### src/hdl/gdf_pkg.sv
// package: constants for the gate driver fault / reset-enable control block
package gdf_pkg;

	localparam int unsigned CLK_PERIOD_PS   = 5000;
	// least glitch width that must pass, in ns; rounded up to whole cycles
	localparam int unsigned DEGLITCH_NS     = 40;
	localparam int unsigned DEGLITCH_CYC    = (DEGLITCH_NS * 1000 + CLK_PERIOD_PS - 1) / CLK_PERIOD_PS;
	// mute time after a fault latches, in ns (no figure given; plain default)
	localparam int unsigned FAULT_MUTE_NS   = 1000;
	localparam int unsigned FAULT_MUTE_CYC  = (FAULT_MUTE_NS * 1000 + CLK_PERIOD_PS - 1) / CLK_PERIOD_PS;
	// least low time of reset_n_enable after the mute time, in ns (plain default)
	localparam int unsigned RESET_FILT_NS   = 500;
	localparam int unsigned RESET_FILT_CYC  = (RESET_FILT_NS * 1000 + CLK_PERIOD_PS - 1) / CLK_PERIOD_PS;
	localparam int unsigned CNT_W           = 16;
	localparam logic        GATE_RST        = 1'b0;
	localparam logic        FLAG_OE_RST     = 1'b0;

	typedef enum logic [2:0]
	{
		GDF_RUN   = 3'b001,
		GDF_MUTE  = 3'b010,
		GDF_ARMED = 3'b100
	} gdf_state_t;

	function automatic logic [CNT_W-1:0] gdf_sat_inc(input logic [CNT_W-1:0] v);
		gdf_sat_inc = (v == {CNT_W{1'b1}}) ? v : v + {{(CNT_W-1){1'b0}}, 1'b1};
	endfunction : gdf_sat_inc

endpackage : gdf_pkg

### src/hdl/gdf_deglitch.sv
// module: two-flop synchroniser followed by a glitch filter on one pin
`timescale 1ns/1ps
module gdf_deglitch
	import gdf_pkg::*;
#(
	parameter int unsigned FILT_CYC = DEGLITCH_CYC,
	parameter logic        INIT     = 1'b0
)
(
	input  wire logic clock,    // system clock
	input  wire logic rst,      // async reset, active high
	input  wire logic pin_in,   // raw pin level
	output logic      level_out // filtered level
);

	logic            meta_r;
	logic            sync_r;
	logic [CNT_W-1:0] run_r;
	logic [CNT_W-1:0] run_nxt;
	logic            level_r;
	wire             differs;
	wire             accept;

	assign differs = (sync_r != level_r);
	// a new level is taken only once it has stood for the whole filter window
	assign accept  = differs && (run_r >= CNT_W'(FILT_CYC - 1));
	assign run_nxt = differs ? gdf_sat_inc(run_r) : '0;
	assign level_out = level_r;

	always_ff @(posedge clock or posedge rst)
	begin
		if (rst)
		begin
			meta_r  <= INIT;
			sync_r  <= INIT;
			run_r   <= '0;
			level_r <= INIT;
		end
		else
		begin
			meta_r  <= pin_in;
			sync_r  <= meta_r;
			run_r   <= accept ? '0 : run_nxt;
			level_r <= accept ? sync_r : level_r;
		end
	end

endmodule : gdf_deglitch

### src/hdl/gdf_ctrl.sv
// module: gate driver enable, overcurrent fault latch and reset control
// Functional notes
// - reset_n_enable both gates the output and clears a latched fault.
// - gate is on only while reset_n_enable is high.
// - an undriven reset_n_enable reads low, so the driver stays disabled; gdf_ctrl has no pull-down, the tri0 net in the testbench gives it.
// - overcurrent latches gate output and fault flag low until a valid reset.
// - reset_n_enable is ignored until the fault mute time has passed.
// - automatic arrangement clears a latched fault every switching cycle.
// - gate is low whenever both drive inputs are high.
// - pulses shorter than 40ns on the three inputs are rejected.
// - fault and power-good flags are open-drain, pulling low when asserted.
`timescale 1ns/1ps
module gdf_ctrl
	import gdf_pkg::*;
#(
	parameter int unsigned MUTE_CYC   = FAULT_MUTE_CYC,
	parameter int unsigned FILT_CYC   = RESET_FILT_CYC,
	parameter int unsigned GLITCH_CYC = DEGLITCH_CYC
)
(
	input  wire logic clock,              // 200 MHz system clock
	input  wire logic rst,                // async reset, active high
	input  wire logic drive_in_noninv,    // non-inverting drive input pin
	input  wire logic drive_in_inv,       // inverting drive input pin
	input  wire logic reset_n_enable,     // low: disable / reset, high: enable
	input  wire logic overcurrent_sense,  // overcurrent comparator pin
	input  wire logic supply_ok,          // output supply above lockout level
	output logic      gate_pull_up,       // turn-on stage drive
	output logic      gate_pull_down,     // turn-off stage drive
	output logic      fault_flag_n_o,     // fault flag pin output level (always 0)
	output logic      fault_flag_n_oe,    // fault flag pulls low when high
	output logic      power_good_flag_o,  // power-good pin output level (always 0)
	output logic      power_good_flag_oe  // power-good pulls low when high
);

	logic       noninv_f;
	logic       inv_f;
	logic       rstn_en_f;
	logic       ovc_meta_r;
	logic       ovc_sync_r;
	logic       sup_meta_r;
	logic       sup_sync_r;
	gdf_state_t state_r;
	gdf_state_t state_nxt;
	logic [CNT_W-1:0] cnt_r;
	logic [CNT_W-1:0] cnt_nxt;
	logic       gate_r;
	logic       gate_nxt;
	logic       fault_oe_r;
	logic       pg_oe_r;

	wire        cmd_on;
	wire        enabled;
	wire        supply_good;
	wire        ovc_hit;
	wire        fault_oe_nxt;
	wire        pg_oe_nxt;
	wire        mute_done;
	wire        filt_done;
	wire        rst_low;

	// a counter that starts at zero has seen n cycles once it reads n-1;
	// a zero count is treated as one cycle so the compare cannot wrap
	function automatic logic cnt_reached(input logic [CNT_W-1:0] v, input int unsigned n);
		logic [CNT_W-1:0] lim;
		lim = (n == 0) ? '0 : CNT_W'(n - 1);
		cnt_reached = (v >= lim);
	endfunction : cnt_reached

	// filtered inputs; INIT 0 keeps an unknown enable in the disabled state
	gdf_deglitch #(.FILT_CYC(GLITCH_CYC), .INIT(1'b0)) u_dg_noninv
	(
		.clock     (clock),
		.rst       (rst),
		.pin_in    (drive_in_noninv),
		.level_out (noninv_f)
	);
	gdf_deglitch #(.FILT_CYC(GLITCH_CYC), .INIT(1'b1)) u_dg_inv
	(
		.clock     (clock),
		.rst       (rst),
		.pin_in    (drive_in_inv),
		.level_out (inv_f)
	);
	gdf_deglitch #(.FILT_CYC(GLITCH_CYC), .INIT(1'b0)) u_dg_rstn
	(
		.clock     (clock),
		.rst       (rst),
		.pin_in    (reset_n_enable),
		.level_out (rstn_en_f)
	);

	// interlock: both inputs high forces the gate off
	assign cmd_on    = noninv_f & ~inv_f;
	assign enabled   = rstn_en_f;
	assign rst_low   = ~rstn_en_f;
	assign supply_good = sup_sync_r;
	// the comparator is only meaningful while the switch conducts
	assign ovc_hit   = ovc_sync_r & gate_r;
	assign mute_done = cnt_reached(cnt_r, MUTE_CYC);
	assign filt_done = cnt_reached(cnt_r, FILT_CYC);

	always_comb
	begin
		state_nxt = state_r;
		cnt_nxt   = gdf_sat_inc(cnt_r);
		gate_nxt  = 1'b0;
		case (state_r)
			GDF_RUN:
			begin
				cnt_nxt  = '0;
				// a fault wins over any command seen in the same cycle
				if (ovc_hit)
				begin
					state_nxt = GDF_MUTE;
				end
				else
				begin
					gate_nxt = supply_good & enabled & cmd_on;
				end
			end
			GDF_MUTE:
			begin
				// reset_n_enable is not looked at here at all
				if (mute_done)
				begin
					state_nxt = GDF_ARMED;
					cnt_nxt   = '0;
				end
			end
			GDF_ARMED:
			begin
				// low time counts only after the mute window; a high restarts it
				if (!rst_low)
				begin
					cnt_nxt = '0;
				end
				else if (filt_done)
				begin
					state_nxt = GDF_RUN;
					cnt_nxt   = '0;
				end
			end
			default:
			begin
				state_nxt = GDF_MUTE;
				cnt_nxt   = '0;
			end
		endcase
	end

	// the fault flag follows the state about to be entered, so it rises
	// on the same edge that forces the gate off and never lags it
	assign fault_oe_nxt       = (state_nxt != GDF_RUN);
	// power-good pulls low as long as the synchronised supply is not good
	assign pg_oe_nxt          = ~supply_good;

	// flag pins: drive low (oe high) while asserted, released otherwise
	assign fault_flag_n_o     = 1'b0;
	assign fault_flag_n_oe    = fault_oe_r;
	assign power_good_flag_o  = 1'b0;
	assign power_good_flag_oe = pg_oe_r;
	assign gate_pull_up       = gate_r;
	assign gate_pull_down     = ~gate_r;

	// pin synchronisers; only the second stage is read by the logic
	always_ff @(posedge clock or posedge rst)
	begin
		if (rst)
		begin
			ovc_meta_r <= 1'b0;
			ovc_sync_r <= 1'b0;
			sup_meta_r <= 1'b0;
			sup_sync_r <= 1'b0;
		end
		else
		begin
			ovc_meta_r <= overcurrent_sense;
			ovc_sync_r <= ovc_meta_r;
			sup_meta_r <= supply_ok;
			sup_sync_r <= sup_meta_r;
		end
	end

	// fault state and the shared mute / filter counter
	always_ff @(posedge clock or posedge rst)
	begin
		if (rst)
		begin
			state_r <= GDF_RUN;
			cnt_r   <= '0;
		end
		else
		begin
			state_r <= state_nxt;
			cnt_r   <= cnt_nxt;
		end
	end

	// registered outputs; power-good starts asserted until the supply is seen
	always_ff @(posedge clock or posedge rst)
	begin
		if (rst)
		begin
			gate_r     <= GATE_RST;
			fault_oe_r <= FLAG_OE_RST;
			pg_oe_r    <= 1'b1;
		end
		else
		begin
			gate_r     <= gate_nxt;
			fault_oe_r <= fault_oe_nxt;
			pg_oe_r    <= pg_oe_nxt;
		end
	end

endmodule : gdf_ctrl

### config.mk
export PLATFORM = sky130hd
export DESIGN_NAME = gdf_ctrl
export DESIGN_NICKNAME = d
export VERILOG_FILES = /design/src/hdl/gdf_pkg.sv /design/src/hdl/gdf_deglitch.sv /design/src/hdl/gdf_ctrl.sv
export SDC_FILE = /design/constraint.sdc
export NUM_CORES = 1
export LEC_CHECK = 0
export BUFFER_PORTS_ARGS = -buffer_cell sky130_fd_sc_hd__buf_2
export CAP_MARGIN = 20
export CORE_UTILIZATION = 50
export CTS_CLUSTER_SIZE = 14
export DETAILED_ROUTE_END_ITERATION = 10
export PLACE_DENSITY = 0.77
export SLEW_MARGIN = 25
export SYNTH_ARGS = -nofsm -noshare
export SYNTH_HDL_FRONTEND = slang
export SYNTH_HIERARCHICAL = 1
export SYNTH_SLANG_ARGS = --single-unit
export TNS_END_PERCENT = 100
### constraint.sdc
create_clock -name clock -period 3.4 [get_ports clock]
set_clock_uncertainty 0.1 [all_clocks]
set_input_delay 0.68 -clock clock [delete_from_list [all_inputs] [get_ports clock]]
set_output_delay 0.68 -clock clock [all_outputs]
set_load 0.005 [all_outputs]
* Word level (Yosys, flattened, before mapping)
Index checks and enable logic that the tools add are counted.
** Cells by class
- Eq/ne operators :: 14
- Add/subtract/negate cells :: 4
- Mux-type cells :: 21
- Reduce and logical (&&, ||, !) cells :: 3
- Magnitude comparators :: 5
- Bitwise logic cells :: 7
** Operator list (count)
- two-way mux 16 bit :: 13
- adder 16 x 1 -> 16 bit, second input constant :: 4
- equality test 16 bit, second input constant :: 4
- >= comparator 16 x 3 -> 1 bit, second input constant :: 3
- one-hot mux 16 bit (2 select lines) :: 1
- >= comparator 16 x 7 -> 1 bit, second input constant :: 1
- >= comparator 16 x 8 -> 1 bit, second input constant :: 1
- two-way mux 3 bit :: 4
- != test 3 bit, second input constant :: 3
- one-hot mux 3 bit (3 select lines) :: 1
- bitwise AND 1 bit :: 4
- equality test 3 x 1 -> 1 bit, second input constant :: 1
- equality test 3 x 2 -> 1 bit, second input constant :: 1
- equality test 3 bit, second input constant :: 1
- logical AND 1 bit :: 3
- != test 1 bit :: 3
- != test 3 x 1 -> 1 bit, second input constant :: 1
- NOT 1 bit :: 3
- two-way mux 1 bit :: 2
** Word-level totals
- Input port bits :: 7
- Flip-flop bits (word level) :: 83
- Output and inout bits :: 6
- Logic and storage cells :: 75

* Longest topological paths before layout
Gate-level depths: netlist of run 1.
- Depth after elaboration :: 5
- Gate-level depth with buffers :: 5
- Mapped depth without buffers :: 5

* Hierarchy
Netlist of run 1, hierarchy kept.
** Modules (own cells, without submodules)
- gdf_deglitch (u_dg_noninv ...) :: cells each 43, area each 671.9 um^2, seq. area each 475.5 um^2, times used 2
- gdf_ctrl :: cells each 93, area each 1096.1 um^2, seq. area each 653.1 um^2, times used 1
- gdf_deglitch (u_dg_inv) :: cells each 43, area each 675.6 um^2, seq. area each 479.2 um^2, times used 1

* Worst setup path after synthesis of run 1
No wires, ideal clock.
- Kind :: register to register
- Start point :: register cnt_r[0]
- End point :: register cnt_r[3]
- Clock period less this slack :: 2.097 ns
- Data required time :: 3.213 ns
- Library setup time :: 0.087 ns
- Cell stages (with the launch flop) :: 6
- Path slack :: 1.303 ns
- Data arrival time :: 1.910 ns
- Buffers on the path :: 0
- Cells stage by stage :: dfrtp_1 -> ha_1 -> or4_1 -> a2111oi_4 -> a2bb2oi_2 -> a211oi_2
** Between the ends
- Longest elaborated chain between the ends :: 5
- Elaborated cells on any way between the ends :: 9
- Classes of those cells :: add/sub: 1; order compare: 2; eq/ne: 1; mux: 5
** Ends and longest elaborated chain
- from (decl) :: line gdf_ctrl.sv:45 : logic [CNT_W-1:0] cnt_r;
- from (signal assigned) :: line gdf_ctrl.sv:196 : cnt_r <= cnt_nxt;
- adder 16 x 1 -> 16 bit / equality test 16 bit (equally long branches) :: line gdf_pkg.sv:26 : gdf_sat_inc = (v == {CNT_W{1'b1}}) ? v : v + {{(CNT_W-1){1'b0}}, 1'b1};
- two-way mux 16 bit :: line gdf_pkg.sv:26
- two-way mux 16 bit :: line gdf_ctrl.sv:138 : else if (filt_done)
- two-way mux 16 bit :: line gdf_ctrl.sv:134 : if (!rst_low)
- one-hot mux 16 bit (2 select lines) (*) :: line gdf_ctrl.sv:108 : case (state_r)
- net cnt_nxt[3] :: line gdf_ctrl.sv:46 : logic [CNT_W-1:0] cnt_nxt;
Mark *: on every way through the listed nets, which the timed path passes. The rest lies on a longest branch.
A chain may end at the register's enable or synchronous reset.

* Final worst setup path of run 1
- Start point :: register cnt_r[0]
- End point :: register cnt_r[4]
Same word-level chain as after synthesis.

==> results of run 1 <==
[final cells by class]
cell class	count	area, um2
fill	475	2370
clock buffer	12	155
multi-input combinational	166	1130
timing repair buffer	10	50.0
tap	75	93.8
sequential	83	2080
inverter	13	48.8
clock inverter	3	23.8
[worst paths after layout]
kind	startpoint	slack [ns]	to	cells after the start
setup / recovery	cnt_r[0]	1.05	cnt_r[4]	5
hold / removal	sup_meta_r	0.25	sup_sync_r	0
setup reg to reg	cnt_r[0]	1.05	cnt_r[4]	5
hold reg to reg	sup_meta_r	0.25	sup_sync_r	0
max in group asynchronous	rst	2.39	u_dg_inv/run_r[11]	2
min in group asynchronous	rst	0.34	sup_sync_r	2
[cells by family after synthesis]
group	count (synthesis)	synth area share, %
flip-flops	83	66.9
multiplexers	5	1.73
other	4	0.482
AND/OR/NAND/NOR	80	19.6
AO/OA/AOI/OAI	27	6.47
XOR/XNOR	3	0.844
buffers and inverters	15	2.05
adder cells (fa/ha/maj)	5	2.01
[metrics by stage]
| stage | utilization (%) | instance area [um2] | total power, mW |
|---|---|---|---|
| after floorplan | - | 3270 | 1.19 |
| after global placement | 57.1 | 3400 | 1.21 |
| after detailed placement | 57.1 | 3400 | 1.22 |
| after CTS | 60.1 | 3580 | 1.86 |
| after global routing | 60.3 | 3590 | 1.92 |
| final | 60.3 | 3590 | 1.83 |
[flip-flops by register name, summed over array words and instances (netlist names), 3 cells and up]
register and flops:
state_r 3, cnt_r 16, u_dg_rstn/run_r 16, u_dg_noninv/run_r 16, u_dg_inv/run_r 16
[routing by layer]
layer / wire length [um] / share of wire [%] / vias to the layer above
met4: 113 / 2.5 / 0
met1: 1910 / 42 / 907
li1: - / - / 869
met5: 0 / 0 / -
met2: 2270 / 50 / 34
met3: 206 / 4.6 / 11
[cells in the mapped netlist]
| cell type | instances |
|---|---|
| nand4b_1 | 3 |
| ha_1 | 5 |
| a31oi_1 | 1 |
| a2111oi_4 | 1 |
| a2bb2oi_2 | 1 |
| nand2_1 | 3 |
| nor3_1 | 3 |
| nor4_1 | 2 |
| or3_1 | 4 |
| o41ai_1 | 1 |
| nor4_4 | 3 |
| inv_1 | 13 |
| a211oi_2 | 1 |
| a21oi_2 | 1 |
| dfstp_2 | 5 |
| nand4_1 | 14 |
| nand3_1 | 6 |
| a21oi_1 | 9 |
| o21a_1 | 1 |
| nor2b_1 | 3 |
| mux2i_1 | 2 |
| a211oi_1 | 3 |
| or4_4 | 3 |
| nand4_2 | 3 |
| and2_1 | 1 |
| nand2b_4 | 3 |
| mux2_1 | 3 |
| nor4_2 | 6 |
| buf_4 | 2 |
| a2111oi_0 | 1 |
| nand2b_1 | 1 |
| conb_1 | 4 |
| o311ai_0 | 1 |
| nor3b_2 | 3 |
| or4_1 | 1 |
| or4b_2 | 1 |
| nor2_1 | 17 |
| o21ai_0 | 6 |
| dfrtp_1 | 78 |
| xor2_1 | 3 |
[where the power goes]
part           leakage (nW)  internal [mW]  total (mW)  switching [mW]
logic                 0.554         0.0433       0.111          0.0681
clock network        0.0851          0.304       0.631           0.326
registers              1.01           1.05        1.09          0.0447
[placed cells by master (no fill, tap or decap), types with 4 or more instances in the layout]
cell type	synthesis	final
a21oi_1	9	9
nand4_1	14	14
or3_1	4	4
buf_2	0	10
inv_1	13	12
o21ai_0	6	6
dfstp_2	5	5
nor2_1	17	17
clkbuf_8	0	11
conb_1	4	46
ha_1	5	5
nor4_2	6	6
dfrtp_1	78	78
nand3_1	6	6
==> impl_summary.md, run 1 <==
CTS
After clock tree synthesis, the repair step resized 0 gates. Counting the buffers created by CTS gives 9. The root buffer cell is clkbuf_8. The H-tree depth is 3. After clock tree synthesis, the clock-pin slew on the worst setup and hold paths is 0.08 ns. Once the clock tree was built, the setup fixing pass inserted 0 buffers.

Buffers inserted to repair hold after CTS numbered 0. The deepest clock path buffer count is 2. TritonCTS built the clock tree.

Counting every sink on the clock net gives 83. Clock latency on the worst-skew pair, taken at its later pin, is 0.34 ns.

Worst setup path
The critical path goes through ha_1, or4_1, a2111oi_4, a2bb2oi_2, a21oi_1. Data on the critical path is required at its endpoint by 3.56 ns. The nature of the critical path startpoint is a flip-flop. The count of buffer and inverter cells on the critical path is 0. The largest single stage delay on the critical path is 0.57 ns.

The cell class contributing the biggest share of worst-path delay is compound AO/OA/AOI/OAI gates. Of all nets on the critical path, the largest fanout is 8. The kind of critical path is reg -> reg. The slowest cell on the critical path is or4_1. The endpoint type of the worst setup path is a flip-flop. The data arrival time of the critical path is 2.50 ns.

Job
Max-cap violations in this run came to 0.

Synth
Each instance of the synthesized netlist takes up on average 14.0 um2. Synthesis handed over a netlist of 222 instances. The post-synthesis cell area is 3120 um2. The area fraction of the dominant cell type after synthesis is 62.7%. The netlist uses 40 different library cells. For this run, the register share of the synthesized area comes to 66.9%. The largest total area in the synthesized netlist belongs to dfrtp_1. After synthesis, the cell types taking the most area are dfrtp_1, dfstp_2, nand4_1.

The flop and latch count out of synthesis is 83. The number of warnings reported in the yosys synthesis log is 6.

Timing
Setup slack closes at 1.05 ns. The part of the cycle the worst path needs is 69.1%. The total count of max-transition violations in the final report is 0.

Setup repair after global routing left no endpoint under its margin. The total count of hold-check failures in the final report is 0. The transition time of the tightest slew-check pin is 0.869 ns. The worst slew margin relative to its limit is 41.7%. The total negative setup slack is 0 ns. The worst hold margin is 0.247 ns.

Setup violations remaining at the end of the flow were counted as 0. For this run, the top clock speed supported by timing is 426 MHz. The minimum clock period is 2.35 ns.

Route
The number of optimization iterations in the first detailed-route pass is 4. The number of DRC violations after detailed-routing iteration 0 is 69. The DRC violation count after routing is 0. The remaining antenna violation count is 0. The aggregate routed wire length is 4510 um. Dividing the detail-routed via count by the number of cells gives 5.03. The post-detailed-route wirelength per cell is 12.4 um. The count of vias placed by the detailed router is 1,821.

GRT
met2 is the most crowded layer. Global routing used 27.1% of the available met2 tracks. The number of global-route vias before repair was 1,886. The combined global-route utilization of all metal layers is 16.7%.

The met3 routing resource usage after global routing is 3.82%. The remaining global-route overflow is 0. The number of antenna violations at the first check in global routing is 0. Global routing used 20.2% of the available met1 tracks. The first-pass GRT wire length is 8070 um. The pin count of the biggest net entering global routing is 27.

Placement
The count of buffers added on input and output ports is 10. The worst setup slack after placement is 1.11 ns. The congestion estimate from routability-driven global placement came to 0.842. The number of cells in the design after placement is 347. Once detailed placement completed, the half-perimeter wirelength came to 3150 um.

Floorplan
The width of the die is 80.9 um. The die covers 6550 um2. The area of the core is 5960 um2. The die height is 80.9 um. Pin placement for this block handled 13 I/O pins. The standard-cell row count is 28. Once the floorplan was initialized, standard cells occupied 52.3% of the core.

Final layout
The count of non-filler cells in the finished layout is 362. The final layout contains 295 nets. The antenna diode instance count is 0. Cells with a size suffix above 1 make up 19.5% of the layout. The area growth from synthesis to layout is 15.2%.

Min path
The tightest min-delay check is of the reg -> reg type.

Power
In this run the power density over the cells is 511 nW/um2. The maximum VDD drop is 0.326 mV. The leakage power of the design is 1.65 nW.

Outcome
The flow ran to the end, and the final reports show no timing, DRC or antenna violations.
No activity file was read; power rests on OpenSTA's default activity.
==> run 2: changes to the inputs <==
--- a/config.mk
+++ b/config.mk
@@ -10,7 +10,7 @@
 export CORE_UTILIZATION = 50
 export CTS_CLUSTER_SIZE = 14
 export DETAILED_ROUTE_END_ITERATION = 10
-export PLACE_DENSITY = 0.77
+export PLACE_DENSITY = 0.79
 export SLEW_MARGIN = 25
 export SYNTH_ARGS = -nofsm -noshare
 export SYNTH_HDL_FRONTEND = slang
==> constraint.sdc (replaced) <==
create_clock -name clock -period 1.9 [get_ports clock]
set_clock_uncertainty 0.1 [all_clocks]
set_input_delay 0.38 -clock clock [delete_from_list [all_inputs] [get_ports clock]]
set_output_delay 0.38 -clock clock [all_outputs]
set_load 0.005 [all_outputs]
==> impl_summary.md, run 2 (synthesis gave the netlist of run 1 again) <==
Min path
The path class of the tightest hold or removal check is in -> async.

Timing
The final setup violation count is 10 (+10). The setup slack after layout is -0.130 ns (-1.18 ns). The total count of max-transition violations in the final report is 0 (unchanged). The total count of hold-check failures in the final report was 0 (unchanged). The transition time of the tightest slew-check pin is 0.686 ns (-0.182 ns).

The maximum operating frequency was 493 MHz (+16%). The part of the cycle the worst path needs came to 107% (+38 points). Setup repair after global routing could not meet its margin everywhere. The worst slew margin relative to its limit is 54.2% (+12 points). The minimum clock period was 2.03 ns (-0.318 ns).

Final layout
Relative to the synthesized area, the layout overhead comes to 21.2%. The library cell used most frequently in the layout, excluding fill and tap cells, is dfrtp_1. The library cells used most frequently in the layout, excluding fill and tap cells, are dfrtp_1, conb_1, buf_4. The antenna diode instance count is 0 (unchanged). The final standard cell area without fillers is 3780 um2 (+5.3%).

The number of nets in the layout was 314 (+6.4%). The layout cell share with drive strength beyond 1 is 25.4% (+5.9 points).

GRT
The pin count of the biggest net entering global routing is 27 (unchanged). The number of global-route vias before repair is 1,931 (+2.4%). The number of antenna violations at the first check in global routing is 0 (unchanged). The first-pass GRT wire length is 8450 um (+4.7%).

The combined global-route utilization of all metal layers came to 17.9% (+1.2 points). The remaining global-route overflow is 0 (unchanged).

Route
The number of optimization iterations in the first detailed-route pass is 5 (+1). The number of DRC violations after detailed-routing iteration 0 is 144 (+110%). The count of vias placed by the detailed router is 1,903 (+4.5%). The aggregate routed wire length came to 4860 um (+7.8%). The remaining antenna violation count came to 0 (unchanged). The detail-routed via count per cell is 4.98 (-0.97%). The DRC violation count after routing was 0 (unchanged). The post-detailed-route wirelength per cell came to 12.7 um (+2.1%).

Floorplan
The area of the core was 5960 um2 (unchanged). The initial cell density of the core is 52.3% (unchanged). The I/O pin total is 13 (unchanged). The die area is 6550 um2 (unchanged). The standard-cell row count was 28 (unchanged). The die height is 80.9 um (unchanged). The width of the die is 80.9 um (unchanged).

CTS
The number of buffers inserted during clock tree synthesis is 9 (unchanged). The root buffer cell is clkbuf_8. The deepest clock path buffer count is 2 (unchanged). The clock transition at the register clock pins on the worst setup and hold paths after CTS is 0.09 ns (about the same). The total number of clock tree sinks came to 83 (unchanged). The clock insertion delay at the later pin of the skew report is 0.34 ns (about the same). The H-tree depth is 3 (unchanged). TritonCTS built the clock tree.

Worst setup path
The data arrival time of the critical path is 2.19 ns (-0.31 ns). The cell class contributing the biggest share of worst-path delay is simple AND/OR/NAND/NOR gates. The largest stage delay on the critical path is 0.58 ns (about the same). The required time at the endpoint of the critical path is 2.06 ns (-1.50 ns). The worst setup path is launched from a flip-flop. Traced cell by cell, the critical path runs through or4_4, or4_4, a2bb2oi_4, a211oi_2. The most used cell along the critical path is or4_4.

On the critical path, the stage with the largest delay is an instance of or4_4. STA classifies the critical path endpoint as a flip-flop. The count of buffer and inverter cells on the critical path was 0 (unchanged).

The kind of critical path is reg -> reg. The maximum fanout count along the critical path is 8 (unchanged).

Placement
The worst setup slack after placement was -0.125 ns (-1.23 ns). The half-perimeter wire length after detailed placement came to 3280 um (+4.3%). The count of input and output buffers is 10 (unchanged). The post-placement cell area is 3520 um2 (+3.4%). The final weighted congestion in routability-driven placement is 0.806 (-4.3%).

Power
The maximum VDD drop was 0.621 mV (+90%). The areal power density over the cells is 917 nW/um2 (+79%). The leakage power of the design is 1.77 nW (+7.2%).

Outcome
The final reports fail on setup timing. The run finished, with violations left.

Job
The reported max-cap violation count is 0 (unchanged).
## run 2: layer usage
metal | vias to the layer above | share of wire [%] | GRT usage (%)
met4 | 0 | 1.2 | 8.04
met3 | 6 | 3.9 | 5.06
li1 | 915 | - | -
met2 | 40 | 51 | 29.1
met5 | - | 0 | 0
met1 | 942 | 44 | 22.4
## run 2: timing repair
item                                   4_1_cts  5_1_grt
setup endpoints to repair                    9       11
hold buffers                                 0        1
setup buffers                                4        1
pin swaps                                    5        2
resized for setup                            3        1
endpoints found under the hold margin        0        1
## run 2: final timing paths
check | end | start | cells past startpoint | slack (ns)
setup / recovery | cnt_r[3] | cnt_r[15] | 4 | -0.13
hold / removal | cnt_r[11] | rst | 3 | 0.004
setup reg to reg | cnt_r[3] | cnt_r[15] | 4 | -0.13
hold reg to reg | u_dg_noninv/sync_r | u_dg_noninv/meta_r | 0 | 0.25
max in group asynchronous | u_dg_rstn/run_r[3] | rst | 2 | 1.20
min in group clock | u_dg_noninv/meta_r | drive_in_noninv | 1 | 0.04
## run 2: power breakdown
group	switching (mW)	total, mW	internal (mW)
clock	0.659	1.29	0.630
combinational	0.132	0.219	0.0870
sequential	0.0819	1.96	1.87
## run 2: layout make-up
class / instances / area [um2]
timing repair buffer: 29 / 195
sequential: 83 / 2080
inverter: 13 / 48.8
fill: 457 / 2180
tap: 75 / 93.8
clock inverter: 7 / 82.6
clock buffer: 9 / 124
multi-input combinational: 166 / 1150
## run 2: worst min-delay path: cells and delay by family
| family | cells | cell delay, ns |
|---|---|---|
| buffers and inverters | 3 | 0.47 |
## run 2: through the flow
| step | cells | setup TNS, ns | power [mW] | hold WS, ns | utilization [%] |
|---|---|---|---|---|---|
| global route | 382 | -1.31 | 3.64 | 0.00594 | 63.4 |
| detailed placement | 360 | -0.375 | 2.19 | 0.236 | 59.1 |
| finish | 382 | -0.707 | 3.46 | 0.00403 | 63.4 |
| global placement | 360 | -0.0800 | 2.18 | 0.232 | 59.1 |
| CTS | 380 | -0.947 | 3.50 | 0.00232 | 63.0 |
| floorplan | 264 | -0.0671 | 2.12 | 0.229 | - |
==> run 3: changes to the inputs <==
--- a/config.mk
+++ b/config.mk
@@ -7,10 +7,12 @@
 export LEC_CHECK = 0
 export BUFFER_PORTS_ARGS = -buffer_cell sky130_fd_sc_hd__buf_2
 export CAP_MARGIN = 20
-export CORE_UTILIZATION = 50
+export CELL_PAD_IN_SITES_DETAIL_PLACEMENT = 0
+export CELL_PAD_IN_SITES_GLOBAL_PLACEMENT = 1
+export CORE_UTILIZATION = 45
 export CTS_CLUSTER_SIZE = 14
 export DETAILED_ROUTE_END_ITERATION = 10
-export PLACE_DENSITY = 0.79
+export PLACE_DENSITY = 0.83
 export SLEW_MARGIN = 25
 export SYNTH_ARGS = -nofsm -noshare
 export SYNTH_HDL_FRONTEND = slang
==> constraint.sdc (replaced) <==
create_clock -name clock -period 1.9 [get_ports clock]
set_clock_uncertainty 0.1 [all_clocks]
set_input_delay 0.38 -clock clock [delete_from_list [all_inputs] [get_ports clock]]
set_output_delay 0.38 -clock clock [all_outputs]
set_load 0.05 [all_outputs]
==> impl_summary.md, run 3 (synthesis gave the netlist of run 1 again) <==
GRT
The remaining global-route overflow is 0 (unchanged). The number of global-route vias before repair is 1,916 (-0.78%). The number of antenna violations at the first check in global routing is 0 (unchanged). The first-pass GRT wire length is 8280 um (-2.0%).

The pin count of the biggest net entering global routing came to 20 (-26%). The combined global-route utilization of all metal layers is 15.1% (-2.8 points).

Outcome
The final reports fail on setup timing. The run finished, with violations left.

Worst setup path
The largest stage delay on the critical path came to 0.54 ns (-0.04 ns). The data arrival time of the critical path is 2.14 ns (-0.05 ns). The setup path with the least slack is of type reg -> reg. By instance count, the cell type seen most on the critical path is or4_4. The required time at the endpoint of the critical path is 2.06 ns (about the same). The critical path goes through or4_4, or4_4, a2bb2oi_4, a211oi_2. The nature of the critical path startpoint is a flip-flop. STA classifies the critical path endpoint as a flip-flop.

The maximum fanout count along the critical path is 8 (unchanged). The slowest cell on the critical path is or4_4.

Power
The leakage power of the design is 1.77 nW (+0.16%). The maximum VDD drop came to 0.510 mV (-18%). The areal power density over the cells is 948 nW/um2 (+3.4%).

The post-route total power is 3.60 mW (+3.9%).

Floorplan
The initial cell density of the core is 47.7% (-4.6 points). The standard-cell row count was 29 (+3.6%). The area of the core is 6530 um2 (+9.7%).

The die area was 7260 um2 (+11%). The die height came to 85.2 um (+5.3%). The I/O pin total is 13 (unchanged). The width of the die is 85.2 um (+5.3%).

CTS
The H-tree depth came to 3 (unchanged). The number of buffers inserted during clock tree synthesis was 9 (unchanged). The clock transition at the register clock pins on the worst setup and hold paths after CTS is 0.08 ns (about the same). The deepest clock path buffer count came to 2 (unchanged). The clock insertion delay at the later pin of the skew report was 0.35 ns (about the same).

TritonCTS built the clock tree. The total number of clock tree sinks came to 83 (unchanged). The root buffer cell is clkbuf_8.

Timing
The minimum clock period is 1.98 ns (-0.0532 ns). The transition time of the tightest slew-check pin was 0.707 ns (+0.0210 ns). The worst slew margin relative to its limit came to 52.8% (-1.4 points). The maximum operating frequency is 506 MHz (+2.7%). The total count of max-transition violations in the final report is 0 (unchanged). Setup repair after global routing could not meet its margin everywhere. The total count of hold-check failures in the final report is 0 (unchanged). The final setup violation count is 9 (-1). The part of the cycle the worst path needs is 104% (-2.8 points). The setup slack after layout is -0.0767 ns (+0.0532 ns).

Route
The post-detailed-route wirelength per cell came to 12.1 um (-4.4%). The count of vias placed by the detailed router is 1,836 (-3.5%). The DRC violation count after routing is 0 (unchanged).

The remaining antenna violation count is 0 (unchanged). The aggregate routed wire length is 4640 um (-4.4%). The detail-routed via count per cell is 4.81 (-3.5%). The number of optimization iterations in the first detailed-route pass is 4 (-1). The number of DRC violations after detailed-routing iteration 0 is 93 (-35%).

Placement
The final weighted congestion in routability-driven placement came to 0.784 (-2.8%). The half-perimeter wire length after detailed placement came to 3300 um (+0.44%). The post-placement cell area came to 3510 um2 (-0.14%).

The worst setup slack after placement came to -0.115 ns (+0.0101 ns). The count of input and output buffers is 10 (unchanged).

Final layout
The area taken by multi-input logic gates is 1160 um2 (+0.98%). The number of nets in the layout is 312 (-0.64%). The total area of sequential cells came to 2080 um2 (unchanged). The library cells used most frequently in the layout, excluding fill and tap cells, are dfrtp_1, conb_1, nor2_1. The layout cell share with drive strength beyond 1 was 25.6% (+0.17 points). The antenna diode instance count is 0 (unchanged). The final standard cell area without fillers is 3800 um2 (+0.53%). The fill cell instance count of the final layout came to 530 (+16%).

The final standard cell utilization of the core is 58.1% (-5.3 points). Relative to the synthesized area, the layout overhead comes to 21.9%. The library cell used most frequently in the layout, excluding fill and tap cells, is dfrtp_1.

Job
The reported max-cap violation count is 0 (unchanged).

Min path
The type of the tightest min-delay check is in -> reg.
run 3: cell count changes in the layout (fill, tap and decap cells not counted), sizes merged:
cell	before	now
clkbuf	9	11
clkinv	0	2
inv	17	14
clkinvlp	2	0
bufinv	1	2
buf	28	26
run 3: final cells by class:
class / count / area share, %
repair buffers: 27 / 4.74
inverters: 13 / 1.29
clock buffers: 11 / 3.72
multi-input cells: 166 / 30.6
clock inverters: 5 / 2.27
flip-flops and latches: 83 / 54.9
well taps: 77 / 2.54
run 3: final timing paths:
check                             start                end  slack [ns]  depth (start not counted)
setup / recovery               cnt_r[9]           cnt_r[3]       -0.08                          4
hold / removal             drive_in_inv    u_dg_inv/meta_r        0.03                          1
setup reg to reg               cnt_r[9]           cnt_r[3]       -0.08                          4
hold reg to reg              ovc_meta_r         ovc_sync_r        0.25                          0
max in group asynchronous           rst  u_dg_inv/run_r[3]        0.61                          3
min in group asynchronous           rst           cnt_r[2]        0.51                          3
run 3: report_power, final:
group	internal, mW	total, mW	switching, mW
Combinational	0.0863	0.247	0.161
Clock	0.786	1.40	0.613
Sequential	1.87	1.95	0.0793
run 3: layer usage:
| layer | track usage, % | wire length (um) | vias to the layer above |
|---|---|---|---|
| met4 | 8.01 | 103 | 0 |
| li1 | - | - | 907 |
| met5 | 0 | 0 | - |
| met2 | 23.8 | 2230 | 22 |
| met3 | 4.67 | 150 | 10 |
| met1 | 18.9 | 2160 | 897 |
run 3: timing repair:
| action | CTS | global route |
|---|---|---|
| endpoints found under the setup margin | 11 | 11 |
| hold buffers | 1 | 0 |
| setup buffers | 1 | 3 |
| gates resized for setup | 5 | 1 |
| pin swaps | 6 | 0 |
| endpoints found under the hold margin | 9 | 0 |
run 3: critical path: cells and delay by family (launching register included):
kind / cells / cell delay [ns]
flip-flops: 1 / 0.39
AND/OR/NAND/NOR: 2 / 1.05
AO/OA/AOI/OAI: 2 / 0.37
run 3: through the flow:
step                hold slack, ns  instances  TNS, ns
floorplan                    0.229        264  -0.0671
global placement             0.233        361   -0.110
detailed placement           0.237        361   -0.360
CTS                        0.00849        379   -0.364
global route               0.00597        382   -0.836
finish                      0.0292        382   -0.310
